<file path="src/include/tca_pkg.sv">
/*
 * Constants for the touch controller host access block: timing limits,
 * averaging settings and sleep interval codes.
 * Assumes a 250 MHz core clock.
 */
package tca_pkg;
    localparam int CLK_PERIOD_PS = 4000;
    // acknowledge limits, as printed in microseconds
    localparam int ACK_CRIT_US = 140;
    localparam int ACK_STORE_US = 100;
    // longest times round down to whole cycles
    localparam int ACK_CRIT_CYC = (ACK_CRIT_US * 1000000) / CLK_PERIOD_PS;
    localparam int ACK_STORE_CYC = (ACK_STORE_US * 1000000) / CLK_PERIOD_PS;
    localparam int CNT_W = 16;
    localparam int SAMP_W = 16;
    localparam int ACC_W = 20;
    // averaging depth codes: 2, 4, 8, 16 samples
    localparam logic [1:0] AVG_2 = 2'h0;
    localparam logic [1:0] AVG_4 = 2'h1;
    localparam logic [1:0] AVG_8 = 2'h2;
    localparam logic [1:0] AVG_16 = 2'h3;
    // sleep interval codes
    localparam logic [1:0] SLP_512HZ = 2'h0;
    localparam logic [1:0] SLP_64HZ = 2'h1;
    localparam logic [1:0] SLP_8HZ = 2'h2;
    localparam logic [1:0] SLP_1HZ = 2'h3;
    localparam logic [SAMP_W-1:0] SAMP_RST = 16'h0000;
endpackage

</file>
<file path="src/hdl/tca_host_access.sv">
/*
 * Host access timing and sample filtering of a touch controller slave.
 * Assumes a byte-level slave front end signals each access needing an
 * acknowledge, and an external store engine reports completion.
 * Scan start, scan done and bus activity come from on-chip logic on
 * the same clock; the open-drain clock pad is outside this block.
 */
`timescale 1ns/100ps

module tca_host_access (
    input wire logic i_clock,
    input wire logic i_rst,
    input wire logic i_boot_done,
    input wire logic i_bus_active,
    input wire logic i_ack_req,
    input wire logic i_ack_is_store,
    input wire logic i_ack_data_ready,
    input wire logic i_store_done,
    input wire logic [1:0] i_sleep_sel,
    input wire logic i_avg_en,
    input wire logic [1:0] i_avg_sel,
    input wire logic i_drop_en,
    input wire logic i_scan_start,
    input wire logic i_scan_done,
    input wire logic [tca_pkg::SAMP_W-1:0] i_scan_count,
    output logic o_scl_out,
    output logic o_scl_oe,
    output logic o_ack_now,
    output logic o_busy,
    output logic o_ack_late,
    output logic o_store_start,
    output logic o_store_bad_sleep,
    output logic o_sample_valid,
    output logic [tca_pkg::SAMP_W-1:0] o_sample
);
    typedef enum logic [1:0] {ST_IDLE, ST_PREP, ST_STORE} tca_state_type;

    tca_state_type state_q, state_d;
    logic [tca_pkg::CNT_W-1:0] cnt_q, cnt_d;
    logic is_store_q, is_store_d;
    logic late_q, late_d;
    logic bad_q, bad_d;
    logic ack_q, ack_d;
    logic start_q, start_d;
    logic [tca_pkg::CNT_W-1:0] limit;

    // limit depends on access kind; the counter is sized for the longer
    // critical deadline, so both limits fit without wrapping
    always_comb begin
        limit = is_store_q ? tca_pkg::CNT_W'(tca_pkg::ACK_STORE_CYC - 1)
                           : tca_pkg::CNT_W'(tca_pkg::ACK_CRIT_CYC - 1);
    end

    // acknowledge sequencing; forced ack at the deadline so latency holds
    // even when the data path is slow
    always_comb begin
        state_d = state_q;
        cnt_d = cnt_q;
        is_store_d = is_store_q;
        late_d = late_q;
        bad_d = bad_q;
        ack_d = 1'b0;
        start_d = 1'b0;
        case (state_q)
            ST_IDLE: begin
                // boot gates acknowledge requests only; early requests are ignored
                if (i_ack_req && i_boot_done) begin
                    state_d = ST_PREP;
                    cnt_d = '0;
                    is_store_d = i_ack_is_store;
                    late_d = 1'b0;
                end
            end
            ST_PREP: begin
                cnt_d = cnt_q + 1'b1;
                if (i_ack_data_ready || cnt_q == limit) begin
                    ack_d = 1'b1;
                    // late marks an acknowledge forced by the deadline
                    late_d = !i_ack_data_ready;
                    if (is_store_q) begin
                        start_d = 1'b1;
                        // flag a save attempted at a failing interval
                        bad_d = (i_sleep_sel == tca_pkg::SLP_512HZ) ||
                                (i_sleep_sel == tca_pkg::SLP_64HZ);
                        state_d = ST_STORE;
                    end else begin
                        state_d = ST_IDLE;
                    end
                end
            end
            ST_STORE: begin
                // stretch all traffic until store finishes
                // a request seen here is dropped, not queued
                if (i_store_done) begin
                    state_d = ST_IDLE;
                end
            end
            default: state_d = ST_IDLE;
        endcase
    end

    // acknowledge state registers
    always_ff @(posedge i_clock) begin
        if (i_rst) begin
            state_q <= ST_IDLE;
            cnt_q <= '0;
            is_store_q <= 1'b0;
            late_q <= 1'b0;
            bad_q <= 1'b0;
            ack_q <= 1'b0;
            start_q <= 1'b0;
        end else begin
            state_q <= state_d;
            cnt_q <= cnt_d;
            is_store_q <= is_store_d;
            late_q <= late_d;
            bad_q <= bad_d;
            ack_q <= ack_d;
            start_q <= start_d;
        end
    end

    // scl held low while preparing or storing
    // open drain: the pad only ever pulls low, so the level is fixed
    assign o_scl_out = 1'b0;
    assign o_scl_oe = (state_q != ST_IDLE);
    assign o_busy = (state_q == ST_STORE);
    assign o_ack_now = ack_q;
    assign o_ack_late = late_q;
    assign o_store_start = start_q;
    assign o_store_bad_sleep = bad_q;

    // sample filters
    // the sum register holds sixteen full-scale counts
    logic dirty_q, dirty_d;
    logic [tca_pkg::ACC_W-1:0] acc_q, acc_d;
    logic [4:0] n_q, n_d;
    logic [4:0] n_need;
    logic [tca_pkg::SAMP_W-1:0] samp_q, samp_d;
    logic vld_q, vld_d;

    // samples needed per averaged result
    always_comb begin
        case (i_avg_sel)
            tca_pkg::AVG_2: n_need = 5'h02;
            tca_pkg::AVG_4: n_need = 5'h04;
            tca_pkg::AVG_8: n_need = 5'h08;
            default: n_need = 5'h10;
        endcase
    end

    // traffic mark per scan; averaging across accepted samples only
    always_comb begin
        dirty_d = dirty_q;
        acc_d = acc_q;
        n_d = n_q;
        samp_d = samp_q;
        vld_d = 1'b0;
        // traffic beats a scan start in the same cycle, so a sample
        // never slips past the drop filter on a tie
        if (i_bus_active) begin
            dirty_d = 1'b1;
        end else if (i_scan_start) begin
            dirty_d = 1'b0;
        end
        if (i_scan_done && !(i_drop_en && (dirty_q || i_bus_active))) begin
            // sample survives the drop filter
            if (!i_avg_en) begin
                samp_d = i_scan_count;
                vld_d = 1'b1;
                acc_d = '0;
                n_d = '0;
            end else if (n_q + 5'h01 >= n_need) begin
                // at or past the depth: a depth lowered mid-run still
                // closes the group rather than letting the count wrap
                acc_d = acc_q + tca_pkg::ACC_W'(i_scan_count);
                case (i_avg_sel)
                    tca_pkg::AVG_2: samp_d = acc_d[16:1];
                    tca_pkg::AVG_4: samp_d = acc_d[17:2];
                    tca_pkg::AVG_8: samp_d = acc_d[18:3];
                    default: samp_d = acc_d[19:4];
                endcase
                vld_d = 1'b1;
                acc_d = '0;
                n_d = '0;
            end else begin
                acc_d = acc_q + tca_pkg::ACC_W'(i_scan_count);
                n_d = n_q + 5'h01;
            end
        end
    end

    // filter state registers
    always_ff @(posedge i_clock) begin
        if (i_rst) begin
            dirty_q <= 1'b0;
            acc_q <= '0;
            n_q <= '0;
            samp_q <= tca_pkg::SAMP_RST;
            vld_q <= 1'b0;
        end else begin
            dirty_q <= dirty_d;
            acc_q <= acc_d;
            n_q <= n_d;
            samp_q <= samp_d;
            vld_q <= vld_d;
        end
    end

    // sample outputs straight from flip-flops
    assign o_sample = samp_q;
    assign o_sample_valid = vld_q;
endmodule // tca_host_access

</file>
<file path="config.mk">
export PLATFORM = sky130hd
export DESIGN_NAME = tca_host_access
export DESIGN_NICKNAME = d
export VERILOG_FILES = /design/src/include/tca_pkg.sv /design/src/hdl/tca_host_access.sv
export SDC_FILE = /design/constraint.sdc
export NUM_CORES = 1
export LEC_CHECK = 0
export ABC_AREA = 1
export BUFFER_PORTS_ARGS = -buffer_cell sky130_fd_sc_hd__buf_2
export CAP_MARGIN = 20
export CORE_ASPECT_RATIO = 0.7
export CORE_MARGIN = 2
export CORE_UTILIZATION = 45
export CTS_BUF_LIST = sky130_fd_sc_hd__clkbuf_16
export CTS_CLUSTER_SIZE = 12
export DETAILED_ROUTE_END_ITERATION = 8
export REMOVE_ABC_BUFFERS = 1
export SLEW_MARGIN = 10
export SYNTH_ARGS = -nofsm -noshare
export SYNTH_HDL_FRONTEND = slang
export SYNTH_SLANG_ARGS = --single-unit
</file>
<file path="constraint.sdc">
create_clock -name i_clock -period 2.5 [get_ports i_clock]
set_input_delay 0.125 -clock i_clock [delete_from_list [all_inputs] [get_ports i_clock]]
set_output_delay 0.125 -clock i_clock [all_outputs]
set_load 0.01 [all_outputs]
</file>
==> run_results.csv, run 1 <==
group,metric,value,unit
floorplanning,chipHeight,88.72,um
layout,multi_input_area,0.002819,sq mm
timing,finalMaxSlewViolations,0,
pwr,pwr-share-comb,0.175,
timing,fin_crit_sh,0.9177,
synthesis,ys_async_sr_fraction,0,
synthesis,synthFlopType,"dfxtp_1",
synthesis,synth-xor-area-share,0.02440,
clock_tree,ctsHoldBuffers,0,
pwr,sw_frac_of_total,0.2822,
synthesis,synth.area.mux_share,0,
synthesis,synth_top_cell_by_area,"dfxtp_1",
setup_path,worstPathArrival,2560,ps
pwr,pwr-share-seq,0.356,
detailed_routing,drtPass1Iterations,6,
placement,post-place-cells,922,
placement,place_congestion,0.9302,
timing,tightestPinTransition,683.5,ps
pwr,p_total,3.130,mW
synthesis,postSynthCellCount,750,
timing,finalHoldViolCount,0,
synthesis,synthAdderAreaFrac,0.06399,
setup_path,crit_type,"reg2reg",
clock_tree,cts.path.max_buffers,2,
global_route,gr-total-overflow,0,
setup_path,cpMostUsedCell,"nand2_1",
pwr,power.density,581.8,mW/mm^2
timing,max_freq,435.9,MHz
setup_path,ff2ff_path_depth,13,
layout,final-seq-area,0.001321,sq mm
setup_path,worstSetupEndpointType,"flip-flop",
global_route,grt_pass1_wl,23530,um
clock_tree,cts_tree,"yes",
detailed_routing,post_drt_wl_per_cell,15.28,um
layout,fin_util,0.5471,
setup_path,cp_slowest_stage_delay,430,ps
floorplanning,rows,30,
global_route,grt_start_max_net_pins,24,
layout,stdcell_count,938,
worst_hold_path,hold_path_depth,3,
setup_path,crit_chain,"ha_1 -> fa_2 -> nand3_2 -> nand3_2 -> nand2_2 -> nand2_2 -> nand2_1 -> nand2_1 -> nand2_1 -> inv_1 -> o21ai_0 -> nand3_1 -> a21oi_1",
timing,min_period,2294,ps
timing,setup_tns,0,ps
global_route,grt_antenna_before_repair,0,
outcome,status,"complete, no violations",
floorplanning,start_util,0.4692,
timing,rsz0062_at_grt,"false",
job,max-cap-violations,0,
global_route,grt_use_total,0.2699,
setup_path,required,2770,ps
global_route,grt_pass1_vias,4627,
synthesis,yosysMostFrequentCell,"nand2_1",
synthesis,yosys_register_bits,66,
clock_tree,clk_pin_slew,60,ps
synthesis,seq_area_frac_synth,0.2863,
setup_path,startpoint_type,"flip-flop",
detailed_routing,routed_via_density,5.353,
synthesis,synth_compound_area_frac,0.1499,
setup_path,slowest_stage,"fa_2",
floorplanning,ios,56,
clock_tree,cts_buffers,9,
synthesis,synth_top_area_frac,0.2863,
pwr,power_switching,883.4,uW
timing,slew_headroom,0.5438,
layout,layout.nets,860,
clock_tree,cts_resized,0,
synthesis,syn_area,0.004614,sq mm
detailed_routing,wl,14330,um
worst_hold_path,hp-class,"in2reg",
synthesis,synth_top_cells_by_area,"dfxtp_1, nand2_1, a21oi_1",
clock_tree,clk_latency,340,ps
detailed_routing,dr_total_vias,5021,
floorplanning,core_area,0.009834,sq mm
layout,n_antenna_cell,0,
clock_tree,htree_levels,3,
synthesis,synthTopCellsByCount,"nand2_1, inv_1, a21oi_1",
layout,drive_gt1_frac,0.1333,
placement,port_buffers,53,
detailed_routing,drc,0,
layout,fill_cells,1020,
clock_tree,cts_root_buf,"clkbuf_16",
synthesis,syn_area_per_cell,6.153,sq um
synthesis,synth_top_family_by_area,"simple AND/OR/NAND/NOR gates",
layout,areaGrowthSynthToFinish,16.59,%
timing,finalSetupViolations,0,
detailed_routing,drt_iter0_markers,383,
pwr,power.internal,2.247,mW
clock_tree,cts_sinks,66,
detailed_routing,ant_nets,0,
floorplanning,die_area,0.01109,sq mm
timing,fin_skew,6.978,ps
synthesis,yosys.area_share.simple,0.3707,
pwr,clockPowerShare,0.469,
pwr,p_leak,2.648,nW
setup_path,crit_fanout,4,
clock_tree,cts_setup_buffers,0,
synthesis,yosysWarnings,0,
pwr,ir_worst_vdd,281.9,uV
placement,post-dp-hpwl,10900,um
synthesis,synth_edf_count,0,
floorplanning,dieWidth,125.0,um
synthesis,synth_cell_type_count,39,
-- path summary, 6_finish.rpt --
path                     startpoint                end  slack [ps]
setup / recovery           acc_q[0]        o_sample[6]         210
hold / removal         i_bus_active            dirty_q          20
setup reg to reg           acc_q[0]        o_sample[6]         210
hold reg to reg   o_store_bad_sleep  o_store_bad_sleep         460
-- worst max-delay path: cells and delay by family (launching register included) --
kind	cells	cell delay, ps
DFF	1	310
AOI/OAI and AO/OA	2	420
and+or+nand+nor	8	750
buffers and inverters	1	60
adders and majority gates	2	680
-- metal layers --
metal | share of wire | GRT usage | vias to the layer above
met4 | 0.014 | 0.06364 | 0
met1 | 0.51 | 0.3999 | 2283
li1 | - | - | 2532
met5 | 0 | 0 | -
met3 | 0.076 | 0.04837 | 17
met2 | 0.41 | 0.4086 | 189
-- cells in the final DEF, fill, tap and decap left out, types with 3 or more instances in the layout --
| master | Yosys | final |
|---|---|---|
| nand2_2 | 8 | 8 |
| bufinv_16 | 0 | 3 |
| xnor2_1 | 4 | 4 |
| xor2_1 | 7 | 7 |
| o21ai_0 | 32 | 32 |
| nand3_1 | 53 | 53 |
| ha_1 | 22 | 22 |
| o21ai_1 | 4 | 4 |
| nor2_2 | 6 | 7 |
| nand3_2 | 4 | 4 |
| nor3_2 | 4 | 4 |
| clkbuf_16 | 0 | 9 |
| a21oi_1 | 87 | 87 |
| buf_2 | 5 | 53 |
| and2_1 | 4 | 4 |
| buf_4 | 3 | 12 |
| nor3_1 | 8 | 8 |
| o211ai_1 | 4 | 4 |
| nand2_1 | 241 | 241 |
| inv_1 | 99 | 99 |
| nor2_1 | 40 | 39 |
| dfxtp_1 | 66 | 66 |
| nand4_1 | 17 | 17 |
-- power by group through the flow --
stage                     registers [mW]  clock network [mW]  logic, mW
after floorplan                     1.15                   0      0.326
after global placement              1.14                   0      0.533
after detailed placement            1.14                   0      0.537
after CTS                           1.11                1.49      0.541
after global routing                1.12                1.53      0.616
final                               1.11                1.47      0.548
-- registers in the layout, indices dropped and copies added, names as in the netlist, 2 cells and up --
name      flops
n_q           5
cnt_q        16
state_q       2
acc_q        20
o_sample     16
-- metrics by stage --
step	hold WS (ps)	cell area, sq um	worst slack [ps]
after floorplan	194.1	4518	-18.22
after global placement	351.4	5034	254.6
after detailed placement	374.5	5034	146.0
final	16.52	5380	205.8
after CTS	12.22	5375	134.9
after global routing	28.21	5380	7.105
-- cells by family after synthesis --
kind of cell    after synthesis
compound gates              133
xor+xnor                     12
fa+ha+maj                    23
buf+inv                     123
flops                        66
other cells                   1
simple gates                392
-- layout make-up --
cell class                 instances  area share
multi-input combinational        561      0.5240
timing repair buffer              65     0.06605
clock buffer                       9     0.04186
clock inverter                     7     0.02163
tap                              128     0.02977
inverter                         102     0.07116
sequential                        66      0.2456
Note: power is estimated with default switching activity, not from simulation.
==> inputs of run 2 (changes only) <==
--- a/config.mk
+++ b/config.mk
@@ -8,12 +8,15 @@
 export ABC_AREA = 1
 export BUFFER_PORTS_ARGS = -buffer_cell sky130_fd_sc_hd__buf_2
 export CAP_MARGIN = 20
+export CELL_PAD_IN_SITES_DETAIL_PLACEMENT = 0
+export CELL_PAD_IN_SITES_GLOBAL_PLACEMENT = 2
 export CORE_ASPECT_RATIO = 0.7
 export CORE_MARGIN = 2
-export CORE_UTILIZATION = 45
+export CORE_UTILIZATION = 31
 export CTS_BUF_LIST = sky130_fd_sc_hd__clkbuf_16
 export CTS_CLUSTER_SIZE = 12
 export DETAILED_ROUTE_END_ITERATION = 8
+export PLACE_DENSITY_LB_ADDON = 0.1
 export REMOVE_ABC_BUFFERS = 1
 export SLEW_MARGIN = 10
 export SYNTH_ARGS = -nofsm -noshare
==> run 2 against run 1 <==
Net effect:
- worst setup slack gained 86 ps
- sequential cell count unchanged
- wire length up 6.5%
- clock power decreased by 8%
- utilization fell by 17 points
- cell area up 1.5%
- critical path depth fell by 1
- die area up 43%
- count of clock-buffer cells in the layout unchanged
- cell count rose by 7.5%
- sequential share of layout area is 0.34 points lower
- first-iteration DRC count shrank 23%
- highest routed layer unchanged
==> run_results.csv, run 2 (synthesis results as in run 1) <==
group,metric,value,unit
floorplanning,dieWidth,149.8,um
clock_tree,clk_latency,340,ps
timing,fin_skew,7.360,ps
layout,mostFrequentLayoutCell,"nand2_1",
detailed_routing,wl,15260,um
layout,layout_common_cells,"nand2_1, inv_1, a21oi_1",
timing,max_freq,452.8,MHz
placement,port_buffers,53,
timing,slew_headroom,0.5159,
floorplanning,die_area,0.01589,sq mm
timing,tightestPinTransition,725.4,ps
timing,finalSetupViolations,0,
layout,layout.nets,863,
outcome,status,"complete, no violations",
timing,rsz0062_at_grt,"false",
clock_tree,cts_root_buf,"clkbuf_16",
placement,pre_cts_ws,215.2,ps
global_route,grt_antenna_before_repair,0,
layout,stdcell_count,1008,
layout,drive_gt1_frac,0.1365,
layout,n_antenna_cell,0,
detailed_routing,drtPass1Iterations,5,
layout,top_register,"acc_q",
pwr,ir_worst_vdd,348.9,uV
worst_hold_path,hp-class,"in2reg",
placement,post-place-cells,992,
job,max-cap-violations,0,
global_route,grt_pass1_vias,4620,
timing,finalHoldViolCount,0,
timing,whs,25.47,ps
placement,post-dp-hpwl,12130,um
setup_path,crit_fanout,5,
floorplanning,ios,56,
clock_tree,cts_buffers,9,
setup_path,worstSetupEndpointType,"flip-flop",
placement,placed_area,0.005140,sq mm
floorplanning,core_area,0.01463,sq mm
clock_tree,ctsHoldBuffers,0,
detailed_routing,routed_via_density,4.871,
clock_tree,clk_pin_slew,60,ps
layout,final_area,0.005461,sq mm
layout,areaGrowthSynthToFinish,18.36,%
clock_tree,cts.path.max_buffers,2,
detailed_routing,ant_nets,0,
timing,setup_tns,0,ps
pwr,power.density,554.2,mW/mm^2
floorplanning,start_util,0.3154,
clock_tree,htree_levels,3,
setup_path,crit_type,"reg2reg",
clock_tree,cts_sinks,66,
global_route,grt_use_total,0.2002,
detailed_routing,drt_iter0_markers,294,
layout,fin_util,0.3733,
global_route,gr-total-overflow,0,
setup_path,worstPathArrival,2480,ps
placement,place_congestion,0.8629,
timing,fin_crit_sh,0.8834,
global_route,grt_start_max_net_pins,21,
clock_tree,cts_tree,"yes",
pwr,p_total,3.027,mW
setup_path,required,2770,ps
timing,finalMaxSlewViolations,0,
clock_tree,cts_resized,0,
floorplanning,chipHeight,106.1,um
detailed_routing,dr_total_vias,4910,
global_route,grt_pass1_wl,24440,um
detailed_routing,drc,0,
floorplanning,rows,37,
timing,worst_slack,291.6,ps
clock_tree,cts_setup_buffers,0,
detailed_routing,post_drt_wl_per_cell,15.13,um
layout,fill_cells,1643,
setup_path,startpoint_type,"flip-flop",
layout,largest_register_ffs,20,
pwr,p_leak,2.652,nW
timing,min_period,2208,ps
-- run 2: final timing paths --
check | endpoint | cells past startpoint | start | slack [ps]
worst max-delay path | o_sample[5] | 12 | acc_q[0] | 290
worst min-delay path | dirty_q | 3 | i_bus_active | 30
worst max register to register | o_sample[5] | 12 | acc_q[0] | 290
worst min register to register | o_store_bad_sleep | 2 | o_store_bad_sleep | 460
-- run 2: worst max-delay path, stage by stage, from the launching register on --
cell and delay [ps]:
dfxtp_1 310, ha_1 240, fa_1 470, nand2_1 100, nand2_1 60, nand3_1 100
nand2_2 110, xor2_2 290, nand2_1 80, o21ai_1 80, nor2_1 50, o21a_1 170
nor2_1 80
-- run 2: area by class of cell --
cell class / count / area, sq um / area share
Clock buffer: 9 / 225.2 / 0.04124
Clock inverter: 7 / 85.08 / 0.01558
Inverter: 102 / 382.9 / 0.07010
Tap cell: 195 / 244.0 / 0.04467
Timing Repair Buffer: 68 / 377.9 / 0.06919
Multi-Input combinational cell: 561 / 2824 / 0.5171
Sequential cell: 66 / 1323 / 0.2422
-- run 2: report_power, final --
part           internal (mW)  switching (mW)
registers               1.09          0.0220
logic                  0.185           0.374
clock network          0.862           0.490
-- run 2: routing by layer --
layer | GRT usage | routed length, um | vias to the layer above | share of wire
li1 | - | - | 2529 | -
met1 | 0.3054 | 8197 | 2235 | 0.54
met2 | 0.2831 | 5888 | 132 | 0.39
met3 | 0.04292 | 972 | 14 | 0.064
met4 | 0.04582 | 197 | 0 | 0.013
met5 | 0 | 0 | - | 0
